===== config.mk =====
export PLATFORM = sky130hd
export DESIGN_NAME = cbtf_top
export DESIGN_NICKNAME = d
export VERILOG_FILES = /design/src/rtl/cbtf_pkg.sv /design/src/rtl/cbtf_filter_slot.sv /design/src/rtl/cbtf_top.sv
export SDC_FILE = /design/constraint.sdc
export NUM_CORES = 1
export LEC_CHECK = 0
export BUFFER_PORTS_ARGS = -buffer_cell sky130_fd_sc_hd__buf_2
export CORE_MARGIN = 2
export CORE_UTILIZATION = 31
export DETAILED_ROUTE_END_ITERATION = 8
export SYNTH_ARGS = -nofsm -noshare
export SYNTH_HDL_FRONTEND = slang
export SYNTH_SLANG_ARGS = --single-unit

===== constraint.sdc =====
create_clock -name clk -period 4.4 [get_ports clk]
set_input_delay 1.32 -clock clk [delete_from_list [all_inputs] [get_ports clk]]
set_output_delay 1.32 -clock clk [all_outputs]
set_load 0.02 [all_outputs]

===== src/rtl/cbtf_pkg.sv =====
// package: register map, field layout and timing constants for the can config block
package cbtf_pkg;
   // ********************************************
   // register map
   // ********************************************
   localparam logic [3:0] CBTF_OFS_TIMING = 4'h0;
   localparam logic [3:0] CBTF_OFS_FILTER = 4'h4;
   localparam logic [3:0] CBTF_OFS_MODE = 4'h8;
   localparam logic [3:0] CBTF_OFS_STATUS = 4'hC;
   localparam logic [31:0] CBTF_TIMING_RST = 32'h0000_0000;
   localparam logic [31:0] CBTF_FILTER_RST = 32'h0000_0000;
   localparam logic [2:0] CBTF_MODE_RST = 3'h4;
   // ********************************************
   // timing register fields
   // ********************************************
   localparam int CBTF_WAKE_BIT = 22;
   localparam int CBTF_PH2_LSB = 16;
   localparam int CBTF_FREE_BIT = 15;
   localparam int CBTF_TRIPLE_BIT = 14;
   localparam int CBTF_PH1_LSB = 11;
   localparam int CBTF_PROP_LSB = 8;
   localparam int CBTF_SJW_LSB = 6;
   localparam int CBTF_BRP_LSB = 0;
   localparam logic [31:0] CBTF_TIMING_MASK = 32'h0047_FFFF;
   // ********************************************
   // filter control fields
   // ********************************************
   localparam int CBTF_FLT_STRIDE = 8;
   localparam int CBTF_FLT_EN_BIT = 7;
   localparam int CBTF_FLT_MASK_LSB = 5;
   localparam int CBTF_FLT_FIFO_LSB = 0;
   localparam logic [7:0] CBTF_FLT_CFG_MASK = 8'h7F;
   // ********************************************
   // mode and timing figures
   // ********************************************
   localparam logic [2:0] CBTF_MODE_CONFIG = 3'h4;
   localparam logic [3:0] CBTF_IPT_TQ = 4'h2;
   localparam logic [4:0] CBTF_MIN_TQ_BIT = 5'h08;
endpackage


===== src/rtl/cbtf_filter_slot.sv =====
// one acceptance filter slot: enable, mask choice and fifo target
`timescale 1ns/100ps
module cbtf_filter_slot
   import cbtf_pkg::*;
(
   input wire logic clk,
   input wire logic rst_b,
   input wire logic wr,
   input wire logic [7:0] wdata,
   input wire logic [28:0] msg_id,
   input wire logic msg_valid,
   input wire logic [28:0] mask0,
   input wire logic [28:0] mask1,
   input wire logic [28:0] mask2,
   input wire logic [28:0] mask3,
   input wire logic [28:0] filt_id,
   output logic [7:0] cfg,
   output logic hit
);
   typedef struct packed {
      logic en;
      logic [1:0] msel;
      logic [4:0] fifo;
   } cbtf_slot_t;
   cbtf_slot_t st_q;
   cbtf_slot_t st_d;
   logic [28:0] msk;

   always_comb begin
      st_d = st_q;
      if (wr) begin
         st_d.en = wdata[CBTF_FLT_EN_BIT];
         // routing fields locked while the filter is live
         if (!st_q.en) begin
            st_d.msel = wdata[CBTF_FLT_MASK_LSB +: 2];
            st_d.fifo = wdata[CBTF_FLT_FIFO_LSB +: 5];
         end
      end
   end

   always_comb begin
      case (st_q.msel)
         2'h0: msk = mask0;
         2'h1: msk = mask1;
         2'h2: msk = mask2;
         2'h3: msk = mask3;
         default: msk = mask0;
      endcase
   end

   assign hit = st_q.en && msg_valid && (((msg_id ^ filt_id) & msk) == '0);
   assign cfg = {st_q.en, st_q.msel, st_q.fifo};

   always_ff @(posedge clk or negedge rst_b) begin
      if (!rst_b) begin
         st_q <= '0;
      end else begin
         st_q <= st_d;
      end
   end
endmodule


===== src/rtl/cbtf_top.sv =====
// can bit-timing configuration and acceptance filter control
//
// Overview of operation
// - wake filter bit enables bus line filter
// - phase2 length is field plus one
// - free select off: phase2 is max(ph1,ipt) capped at ph1, so it equals ph1
// - triple read bit samples bus three times
// - phase1 length is field plus one
// - phase2 never above phase1, auto loaded
// - timing writes only in config mode
// - filter matches only while enabled
// - mask choice selects acceptance mask 0-3
// - fifo target names fifo 0 to 31
// - routing fields locked while filter enabled
//
// The placing of the registers and the address-and-strobe port were chosen for this implementation.
`timescale 1ns/100ps
module cbtf_top
   import cbtf_pkg::*;
#(
   parameter int NFILT = 2
)(
   input wire logic clk,
   input wire logic rst_b,
   input wire logic [3:0] addr,
   input wire logic [31:0] wdata,
   input wire logic wr_stb,
   input wire logic rd_stb,
   output logic [31:0] rdata,
   input wire logic can_rx_pin,
   input wire logic [28:0] msg_id,
   input wire logic msg_valid,
   input wire logic [28:0] mask0,
   input wire logic [28:0] mask1,
   input wire logic [28:0] mask2,
   input wire logic [28:0] mask3,
   input wire logic [28:0] filt_id0,
   input wire logic [28:0] filt_id1,
   output logic tq_tick,
   output logic sample_bit,
   output logic sample_strobe,
   output logic wake_detect,
   output logic [3:0] phase1_tq,
   output logic [3:0] phase2_tq,
   output logic [2:0] sjw_tq,
   output logic match_valid,
   output logic [4:0] match_fifo
);
   // ********************************************
   // state
   // ********************************************
   typedef enum logic [1:0] {
      CBTF_SYNC = 2'b00,
      CBTF_PROP = 2'b01,
      CBTF_PH1 = 2'b10,
      CBTF_PH2 = 2'b11
   } cbtf_seg_t;

   typedef struct packed {
      logic [31:0] timing;
      logic [2:0] mode;
      logic [31:0] rdata;
      logic [1:0] rx_sync;
      logic [2:0] wake_sh;
      logic wake;
      logic [6:0] pre_cnt;
      logic tick;
      cbtf_seg_t seg;
      logic [3:0] seg_cnt;
      logic [2:0] samp;
      logic sbit;
      logic sstb;
      logic [3:0] ph1;
      logic [3:0] ph2;
      logic [2:0] resync_jump_width;
      logic mval;
      logic [4:0] mfifo;
   } cbtf_state_t;

   cbtf_state_t s_q;
   cbtf_state_t s_d;

   logic [NFILT*8-1:0] flt_cfg;
   logic [NFILT-1:0] flt_hit;
   logic [28:0] fid [NFILT];
   logic flt_wr;

   assign fid[0] = filt_id0;
   assign fid[1] = filt_id1;
   assign flt_wr = wr_stb && (addr == CBTF_OFS_FILTER);

   // ********************************************
   // filter slots
   // ********************************************
   genvar gi;
   generate
      for (gi = 0; gi < NFILT; gi++) begin : g_flt
         cbtf_filter_slot u_slot (
            .clk(clk),
            .rst_b(rst_b),
            .wr(flt_wr),
            .wdata(wdata[gi*CBTF_FLT_STRIDE +: 8]),
            .msg_id(msg_id),
            .msg_valid(msg_valid),
            .mask0(mask0),
            .mask1(mask1),
            .mask2(mask2),
            .mask3(mask3),
            .filt_id(fid[gi]),
            .cfg(flt_cfg[gi*8 +: 8]),
            .hit(flt_hit[gi])
         );
      end
   endgenerate

   // ********************************************
   // next state
   // ********************************************
   logic [3:0] f_ph1;
   logic [3:0] f_ph2;
   logic [3:0] ph2_eff;
   logic [3:0] prop_tq;
   logic [4:0] tq_bit;
   logic [6:0] pre_max;
   logic [3:0] seg_len;
   logic rx_now;
   logic maj;

   always_comb begin
      s_d = s_q;
      // field decode: field value plus one quantum
      f_ph1 = {1'b0, s_q.timing[CBTF_PH1_LSB +: 3]} + 4'h1;
      f_ph2 = {1'b0, s_q.timing[CBTF_PH2_LSB +: 3]} + 4'h1;
      prop_tq = {1'b0, s_q.timing[CBTF_PROP_LSB +: 3]} + 4'h1;
      if (s_q.timing[CBTF_FREE_BIT]) begin
         ph2_eff = f_ph2;
      end else begin
         ph2_eff = (f_ph1 > CBTF_IPT_TQ) ? f_ph1 : CBTF_IPT_TQ;
      end
      // clamp keeps phase2 from exceeding phase1
      if (ph2_eff > f_ph1) begin
         ph2_eff = f_ph1;
      end
      tq_bit = 5'h01 + {1'b0, prop_tq} + {1'b0, f_ph1} + {1'b0, ph2_eff};
      pre_max = {s_q.timing[CBTF_BRP_LSB +: 6], 1'b1};
      s_d.ph1 = f_ph1;
      s_d.ph2 = ph2_eff;
      s_d.resync_jump_width = {1'b0, s_q.timing[CBTF_SJW_LSB +: 2]} + 3'h1;

      // register bus
      if (wr_stb) begin
         case (addr)
            CBTF_OFS_TIMING: begin
               if (s_q.mode == CBTF_MODE_CONFIG) begin
                  s_d.timing = wdata & CBTF_TIMING_MASK;
               end
            end
            CBTF_OFS_MODE: s_d.mode = wdata[2:0];
            default: ;
         endcase
      end
      s_d.rdata = '0;
      if (rd_stb) begin
         case (addr)
            CBTF_OFS_TIMING: s_d.rdata = s_q.timing;
            CBTF_OFS_FILTER: s_d.rdata = {16'h0000, flt_cfg};
            CBTF_OFS_MODE: s_d.rdata = {29'h0, s_q.mode};
            CBTF_OFS_STATUS: s_d.rdata = {19'h0, tq_bit, s_q.ph2, s_q.ph1};
            default: s_d.rdata = '0;
         endcase
      end

      // quantum divider: period of 2*(prescaler+1) clocks
      s_d.tick = 1'b0;
      if (s_q.pre_cnt >= pre_max) begin
         s_d.pre_cnt = '0;
         s_d.tick = 1'b1;
      end else begin
         s_d.pre_cnt = s_q.pre_cnt + 7'h01;
      end

      // bus input, optionally filtered for wake-up
      s_d.rx_sync = {s_q.rx_sync[0], can_rx_pin};
      s_d.wake_sh = {s_q.wake_sh[1:0], s_q.rx_sync[1]};
      if (s_q.timing[CBTF_WAKE_BIT]) begin
         // glitch filter: three equal dominant samples needed
         s_d.wake = (s_q.wake_sh == 3'b000);
      end else begin
         s_d.wake = !s_q.rx_sync[1];
      end
      rx_now = s_q.rx_sync[1];

      // segment sequencer, one step per quantum
      case (s_q.seg)
         CBTF_SYNC: seg_len = 4'h1;
         CBTF_PROP: seg_len = prop_tq;
         CBTF_PH1: seg_len = s_q.ph1;
         CBTF_PH2: seg_len = s_q.ph2;
         default: seg_len = 4'h1;
      endcase
      maj = (s_q.samp[0] & s_q.samp[1]) | (s_q.samp[0] & s_q.samp[2]) |
         (s_q.samp[1] & s_q.samp[2]);
      s_d.sstb = 1'b0;
      if (s_q.tick) begin
         s_d.samp = {s_q.samp[1:0], rx_now};
         if (s_q.seg_cnt + 4'h1 >= seg_len) begin
            s_d.seg_cnt = '0;
            case (s_q.seg)
               CBTF_SYNC: s_d.seg = CBTF_PROP;
               CBTF_PROP: s_d.seg = CBTF_PH1;
               CBTF_PH1: begin
                  s_d.seg = CBTF_PH2;
                  s_d.sstb = 1'b1;
                  // majority of last three quanta versus single read
                  if (s_q.timing[CBTF_TRIPLE_BIT]) begin
                     s_d.sbit = maj;
                  end else begin
                     s_d.sbit = rx_now;
                  end
               end
               CBTF_PH2: s_d.seg = CBTF_SYNC;
               default: s_d.seg = CBTF_SYNC;
            endcase
         end else begin
            s_d.seg_cnt = s_q.seg_cnt + 4'h1;
         end
      end

      // filter result, lowest filter wins
      s_d.mval = |flt_hit;
      s_d.mfifo = s_q.mfifo;
      for (int i = NFILT - 1; i >= 0; i--) begin
         if (flt_hit[i]) begin
            s_d.mfifo = flt_cfg[i*8 +: 5];
         end
      end
   end

   always_ff @(posedge clk or negedge rst_b) begin
      if (!rst_b) begin
         s_q <= '0;
         s_q.timing <= CBTF_TIMING_RST;
         s_q.mode <= CBTF_MODE_RST;
         s_q.rx_sync <= 2'b11;
         s_q.wake_sh <= 3'b111;
         s_q.samp <= 3'b111;
         s_q.sbit <= 1'b1;
         s_q.ph1 <= 4'h1;
         s_q.ph2 <= 4'h1;
         s_q.resync_jump_width <= 3'h1;
      end else begin
         s_q <= s_d;
      end
   end

   // ********************************************
   // outputs
   // ********************************************
   assign rdata = s_q.rdata;
   assign tq_tick = s_q.tick;
   assign sample_bit = s_q.sbit;
   assign sample_strobe = s_q.sstb;
   assign wake_detect = s_q.wake;
   assign phase1_tq = s_q.ph1;
   assign phase2_tq = s_q.ph2;
   assign sjw_tq = s_q.resync_jump_width;
   assign match_valid = s_q.mval;
   assign match_fifo = s_q.mfifo;
endmodule


==> results.md, run 1 <==
* Asr flop ratio synth at 100%
* CTS tree: built
* Slew @ Worst Pin at 0.848 ns
* Global-route wire length before repair at 38400 um
* FP Rows at 57
* Pwr Density at 409 nW/um^2
* Vias per std cell at 4.99
* Skew final at 0.0121 ns
* Die ar. at around 26000 sq um
* Worst EP required at 4.59 ns
* Kind of critical path: flop to flop
* Max IR drop VDD at 288 uV
* Final period util at slightly above 90%
* Drt first pass iters at 6
* Gr usage total at 19.7%
* RSZ-0062 raised after global routing: false
* Io pins at 298
* Max Fclk at 246 MHz
* Crit. End Element: flop
* Share of layout cells above drive strength 1 at 48.0%
* Final hold slack at 0.361 ns
* P&R area growth vs syn at 23.6%
* Total grt overflow at 0
* Via count at 6213
* DRT iter0 DRCs at between 300 and 400
* Largest net degree at the start of global routing at 68
* Vias in the first global route at 6483
* Relative slew slack at 43.5%
* Hold Path Depth at 0
* HPWL after DPL at 21200 um
* Number of flops mapped to enable cells by yosys at 0
* Crit-path max FO at 7
* Setup TNS Final at 0 ns
* Fin area at 9310 sq um
* Post-Syn Area per Cell at 11.1 sq um
* Power Total at 0.00381 W
* Initial antenna violation count at 4
* FF+latch count, synth at 101
* Mapped Cells at roughly 680
* Die H at roughly 160 um
* Chip Width at 160 um
* Final setup violation count at 0
* Setup Fix Bufs, Post-CTS at 0
* Dpl cell area at 9010 sq um
* Sequential share of the synthesized area at approximately 34%
* Worst setup margin at 0.329 ns
* Final count of hold timing violations at 0
* Core Footprint at about 24000 sq um
* FF-to-FF path depth at 19
* Skew-Pair Late Insertion Delay at 0.34 ns
* Register area at 2550 sq um
* Clock buffer count from CTS at 9
* Max-cap viol count at 0
* Syn Std Cell Area at 7530 sq um
* Startpoint types: flop
* CTS clock-pin slew for the worst setup and hold paths at 0.07 ns
* H-tree levels at 3
* Final nets at around 1.2k
* FILL cells at 2421
* Most frequent cells in the layout: buf_2 (272), dfrtp_1 (86), mux2_2 (66), xor2_1 (63), mux4_2 (40)
* Final GP Congestion at 0.909
* Yosys warning count at 0
* Slew Limit Fails at 0
* Worst hold path class: flop to flop
* Post-route DRC at 0
* Critical path arrival at 4.26 ns
* Synth unique cells at 49
* Status: completed
* Area of the multi-input gates at 4440 sq um
* Fin crit period at roughly 4.1 ns
* CTS sink cnt at 101
* IO buf count at 273
* Avg WL per Cell at 20.6 um
* Leakage at around 4.5 nW
* Commonest non-fill, non-tap cell in the layout: buf_2
* Most common flop cell mapped by yosys: dfrtp_1
* Total Wirelength at 25600 um
* Initial core utilization at a little under a third
* DRT antenna net count at 0
* DP Worst Slack at 0.285 ns
* Clock root buffer: clkbuf_16
* CTS max path bufs at 2
per-stage QoR:
| step | utilization [%] | cells |
|---|---|---|
| after floorplan | - | 689 |
| after global placement | 37.4 | 1224 |
| after detailed placement | 37.4 | 1224 |
| after CTS | 38.6 | 1240 |
| after global routing | 38.6 | 1244 |
| final | 38.6 | 1244 |
metal layers:
layer  wire length [um]  vias to the layer above  track usage, %  part of all wire, %
met1              10300                     3034            23.8                   40
met4                861                        0            7.58                  3.4
met3               1280                       36            2.62                  5.0
li1                   -                     2901               -                    -
met2              13200                      242            35.6                   51
met5                  0                        -               0                    0
power by group:
group | total (W) | switching, W | internal (W) | leakage, nW
registers | 0.00130 | 0.000196 | 0.00111 | 1.31
clock network | 0.000756 | 0.000363 | 0.000393 | 0.142
logic | 0.00175 | 0.000892 | 0.000855 | 3.04
repair_timing:
action / CTS / global route
endpoints found under the setup margin: 0 / 2
resized for setup: 0 / 1
hold buffers: 0 / 0
layout make-up:
type                            count  area share (%)
Antenna cell                        4           0.108
Clock buffer                        9            2.42
Clock inverter                      7           0.645
Inverter                           27            1.09
Multi-Input combinational cell    486            47.7
Sequential cell                   101            27.4
Tap cell                          324            4.35
Timing Repair Buffer              286            16.3
synth_stat cells (11+ instances only):
| cell | count | area (sq um) |
|---|---|---|
| a21o_1 | 12 | 90.1 |
| a22oi_1 | 33 | 248 |
| buf_4 | 49 | 368 |
| inv_1 | 27 | 101 |
| xor2_1 | 63 | 552 |
| nand3_1 | 11 | 55.1 |
| a21oi_1 | 23 | 115 |
| o21ai_0 | 27 | 135 |
| ha_1 | 29 | 363 |
| nand2_1 | 31 | 116 |
| mux2_2 | 66 | 743 |
| dfrtp_1 | 88 | 2200 |
| nand4_1 | 12 | 75.1 |
| clkbuf_1 | 17 | 63.8 |
| nor2_1 | 29 | 109 |
| mux2i_1 | 21 | 210 |
| mux4_2 | 40 | 901 |
| dfstp_2 | 13 | 342 |
state kept, by name, indices dropped and copies added, names as in the netlist:
| register | count |
|---|---|
| wake_detect | 1 |
| s_d | 3 |
| sjw_tq | 3 |
| tq_tick | 1 |
| g_flt.u_slot.cfg | 16 |
| rx_now | 1 |
| match_fifo | 5 |
| phase1_tq | 4 |
| s_q | 34 |
| pre_max | 6 |
| sample_strobe | 1 |
| match_valid | 1 |
| sample_bit | 1 |
| rdata | 20 |
| phase2_tq | 4 |
worst max-delay path: stages, from the launching register on:
cell and delay, ns:
dfrtp_1 0.39, ha_1 0.35, nor2_1 0.11, o21ai_0 0.10, ha_1 0.32, nor2b_1 0.12
o21ai_0 0.08, nand2b_1 0.07, a21oi_1 0.06, a41o_2 0.29, nor2_1 0.14, a21oi_1 0.08
fa_1 0.52, inv_1 0.07, fa_1 0.40, a21o_1 0.17, a21oi_1 0.16, xnor2_1 0.09
a222oi_1 0.34, nor2_1 0.07
cell families (layout without fill, tap and decap cells):
| family | count (synthesis) | after routing | share of synthesized area (%) |
|---|---|---|---|
| AOI/OAI and AO/OA | 117 | 117 | 10.2 |
| xor gates and xnor gates | 71 | 71 | 8.26 |
| adders and majority gates | 34 | 34 | 6.02 |
| and+or+nand+nor | 119 | 119 | 8.32 |
| DFF | 101 | 101 | 33.8 |
| muxes | 133 | 133 | 25.6 |
| other | 1 | 16 | 0.0498 |
| buffers and inverters | 102 | 329 | 7.84 |
path summary, 6_finish.rpt:
path	from	endpoint	slack, ns
min in group asynchronous	rst_b	wake_detect$_DFF_PN0_	1.07
worst max register to register	s_q[88]$_DFFE_PN0P_	rdata[12]$_DFF_PN0_	0.33
worst min-delay path	s_d[41]$_DFF_PN1_	rx_now$_DFF_PN1_	0.36
worst max-delay path	s_q[88]$_DFFE_PN0P_	rdata[12]$_DFF_PN0_	0.33
worst min register to register	s_d[41]$_DFF_PN1_	rx_now$_DFF_PN1_	0.36
max in group asynchronous	rst_b	s_q[39]$_DFF_PN1_	2.61
Power figures use the tool's default switching activity.
==> run 2, diff against run 1 <==
--- a/config.mk
+++ b/config.mk
@@ -9,6 +9,7 @@
 export CORE_MARGIN = 2
 export CORE_UTILIZATION = 31
 export DETAILED_ROUTE_END_ITERATION = 8
+export RECOVER_POWER = 50
 export SYNTH_ARGS = -nofsm -noshare
 export SYNTH_HDL_FRONTEND = slang
 export SYNTH_SLANG_ARGS = --single-unit
==> run 2 against run 1 <==
  * The flow now finishes with violations (capacitance limit, slew limit)
  * Power about the same
  * Final area down 0.27%
  * Cell count unchanged
  * Count of clock-buffer cells in the layout unchanged
  * Register-to-register slack about the same
  * Sequential share of layout area up 0.074 points
  * Routed wire length about the same
  * Maximum frequency up 0.32%
  * Hold slack better by 0.0058 ns
  * Global-route usage unchanged
  * First-iteration DRC count up 1.0%
  * Die area unchanged
==> results.md, run 2 (synthesis results as in run 1) <==
* Skew final at 0.0121 ns
* Initial antenna violation count at 4
* Largest net degree at the start of global routing at 68
* Vias per std cell at around 5
* Critical-path top delay cell: fa_1
* Final period util at 92.2%
* Skew-Pair Late Insertion Delay at 0.34 ns
* Leakage at about 4.5 nW
* CTS sink cnt at slightly above 100
* Max IR drop VDD at 288 uV
* Final count of hold timing violations at 0
* Slew Limit Fails at 69
* Worst Hold Launch: s_d[41]$_DFF_PN1_
* CTS clock-pin slew for the worst setup and hold paths at 0.07 ns
* Crit. End Element: flop
* Kind of critical path: flop to flop
* Worst R2R End: rdata[12]$_DFF_PN0_
* Die ar. at 25600 sq um
* HPWL after DPL at 21200 um
* Worst hold path class: flop to flop
* Max FFs per register at 34
* Clock root buffer: clkbuf_16
* Int Pwr at 0.00235 W
* Final nets at about 1.2k
* Final GP Congestion at 0.909
* CTS tree: built
* FF-to-FF path depth at 19
* Max-cap viol count at 2
* Hold Path Depth at 0
* P&R area growth vs syn at 23.3%
* Final setup violation count at 0
* FP Rows at 57
* Share of layout cells above drive strength 1 at 47.3%
* Critical path arrival at 4.25 ns
* Post-route DRC at 0
* Global-route wire length before repair at 38400 um
* Setup TNS Final at 0 ns
* IO buf count at ~270
* Vias in the first global route at ~6.5k
* Commonest non-fill, non-tap cell in the layout: buf_2
* R2r startpoint: s_q[88]$_DFFE_PN0P_
* Avg WL per Cell at 20.6 um
* Reg with most FFs: s_q
* # hold bufs at CTS at 0
* Sw Share at a little under two fifths
* RSZ-0062 raised after global routing: false
* Clock buffer count from CTS at 9
* Worst EP required at around 4.6 ns
* Initial core utilization at between 30% and 40%
* Pwr Density at 410 nW/um^2
* Post-cts sizing count at 0
* Gr usage total at 19.7%
* Clock network fraction of total power at around 20%
* Final hold slack at 0.367 ns
* Total grt overflow at 0
* Fin crit period at 4.06 ns
* CP max stage delay at 0.52 ns
* Setup Fix Bufs, Post-CTS at 0
* Logic pwr share at a little under half
* Startpoint types: flop
* Status: finished with violations
* NetSw at 0.00145 W
* Total Wirelength at 25700 um
* Max Fclk at roughly 250 MHz
* DRT iter0 DRCs at 401
* Worst Hold Path EP: rx_now$_DFF_PN1_
* Crit-path max FO at 7
* Cells along the critical path: ha_1, nor2_1, o21ai_0, ha_1, nor2b_1, o21ai_0, nand2b_1, a21oi_1, a41o_2, nor2_1, a21oi_1, fa_1, inv_1, fa_1, a21o_1, a21oi_1, xnor2_1, a222oi_1, nor2_1
* Failing checks: capacitance limit, slew limit
* Io pins at 298
* Drt first pass iters at 5
* Chip Width at 160 um
* Most frequent cells in the layout: buf_2 (271), dfrtp_1 (86), mux2_2 (66), xor2_1 (63), mux4_2 (40)
* R2r setup slk at 0.34 ns
* Relative slew slack at -7.81%
* Part of the power in registers at 34.3%
* Core Footprint at 24100 sq um
* Via count at 6249
* Slew @ Worst Pin at 1.62 ns
* CTS max path bufs at 2
* Die H at ~160 um
* DRT antenna net count at 0
* H-tree levels at 3
==> run 2: cell count changes in the layout (fill, tap and decap cells not counted) <==
cell,previous run,this run
buf_12,4,3
buf_2,272,271
buf_4,10,7
clkbuf_1,0,3
clkbuf_2,0,1
dfstp_1,0,2
dfstp_2,13,11
dlymetal6s2s_1,0,1
nor4_1,3,4
nor4_2,1,0
==> run 2: worst max-delay path, delay by kind of cell (launching register included) <==
family | cells | cell delay (ns)
compound gates | 8 | 1.27
xor+xnor | 1 | 0.08
simple gates | 5 | 0.51
buf+inv | 1 | 0.07
flops | 1 | 0.39
fa+ha+maj | 4 | 1.59
==> run 2: cell type report <==
| cell class | count | area (sq um) |
|---|---|---|
| flip-flops and latches | 101 | 2550 |
| clock buffers | 9 | 225 |
| well taps | 324 | 405 |
| multi-input cells | 486 | 4440 |
| clock inverters | 7 | 60.1 |
| inverters | 27 | 101 |
| repair buffers | 286 | 1500 |
| diodes | 4 | 10.0 |
| fillers | 2429 | 14800 |
==> run 2: worst max path at each step <==
stage | from | to | cells after the start
floorplan | s_q[88]$_DFFE_PN0P_ | rdata[12]$_DFF_PN0_ | 18
global placement | s_q[88]$_DFFE_PN0P_ | rdata[12]$_DFF_PN0_ | 18
detailed placement | s_q[88]$_DFFE_PN0P_ | rdata[12]$_DFF_PN0_ | 18
CTS | s_q[88]$_DFFE_PN0P_ | rdata[12]$_DFF_PN0_ | 18
global route | s_q[88]$_DFFE_PN0P_ | rdata[12]$_DFF_PN0_ | 19
finish | s_q[88]$_DFFE_PN0P_ | rdata[12]$_DFF_PN0_ | 19
==> run 2: power groups by stage <==
stage	combinational [W]	sequential, W	clock (W)
detailed placement	0.00173	0.00132	0
floorplan	0.00130	0.00123	0
finish	0.00174	0.00130	0.000755
global route	0.00191	0.00133	0.000816
global placement	0.00171	0.00132	0
CTS	0.00175	0.00131	0.000773
==> run 2: per-layer routing <==
| layer | share of wire [%] | wire length [um] | vias up | global-route usage [%] |
|---|---|---|---|---|
| li1 | - | - | 2907 | - |
| met1 | 40 | 10200 | 3048 | 23.8 |
| met2 | 51 | 13200 | 256 | 35.6 |
| met3 | 5.4 | 1380 | 38 | 2.62 |
| met4 | 3.4 | 870 | 0 | 7.58 |
| met5 | 0 | 0 | - | 0 |
==> run 2: per-stage QoR <==
step	cells	util [%]	cell area [sq um]	power [W]	worst slack (ns)
floorplan	689	-	7570	0.00253	0.518
detailed placement	1224	37.4	9010	0.00306	0.285
global route	1244	38.5	9280	0.00406	0.00650
finish	1244	38.5	9280	0.00380	0.342
global placement	1224	37.4	9010	0.00303	0.278
CTS	1240	38.6	9300	0.00383	0.260
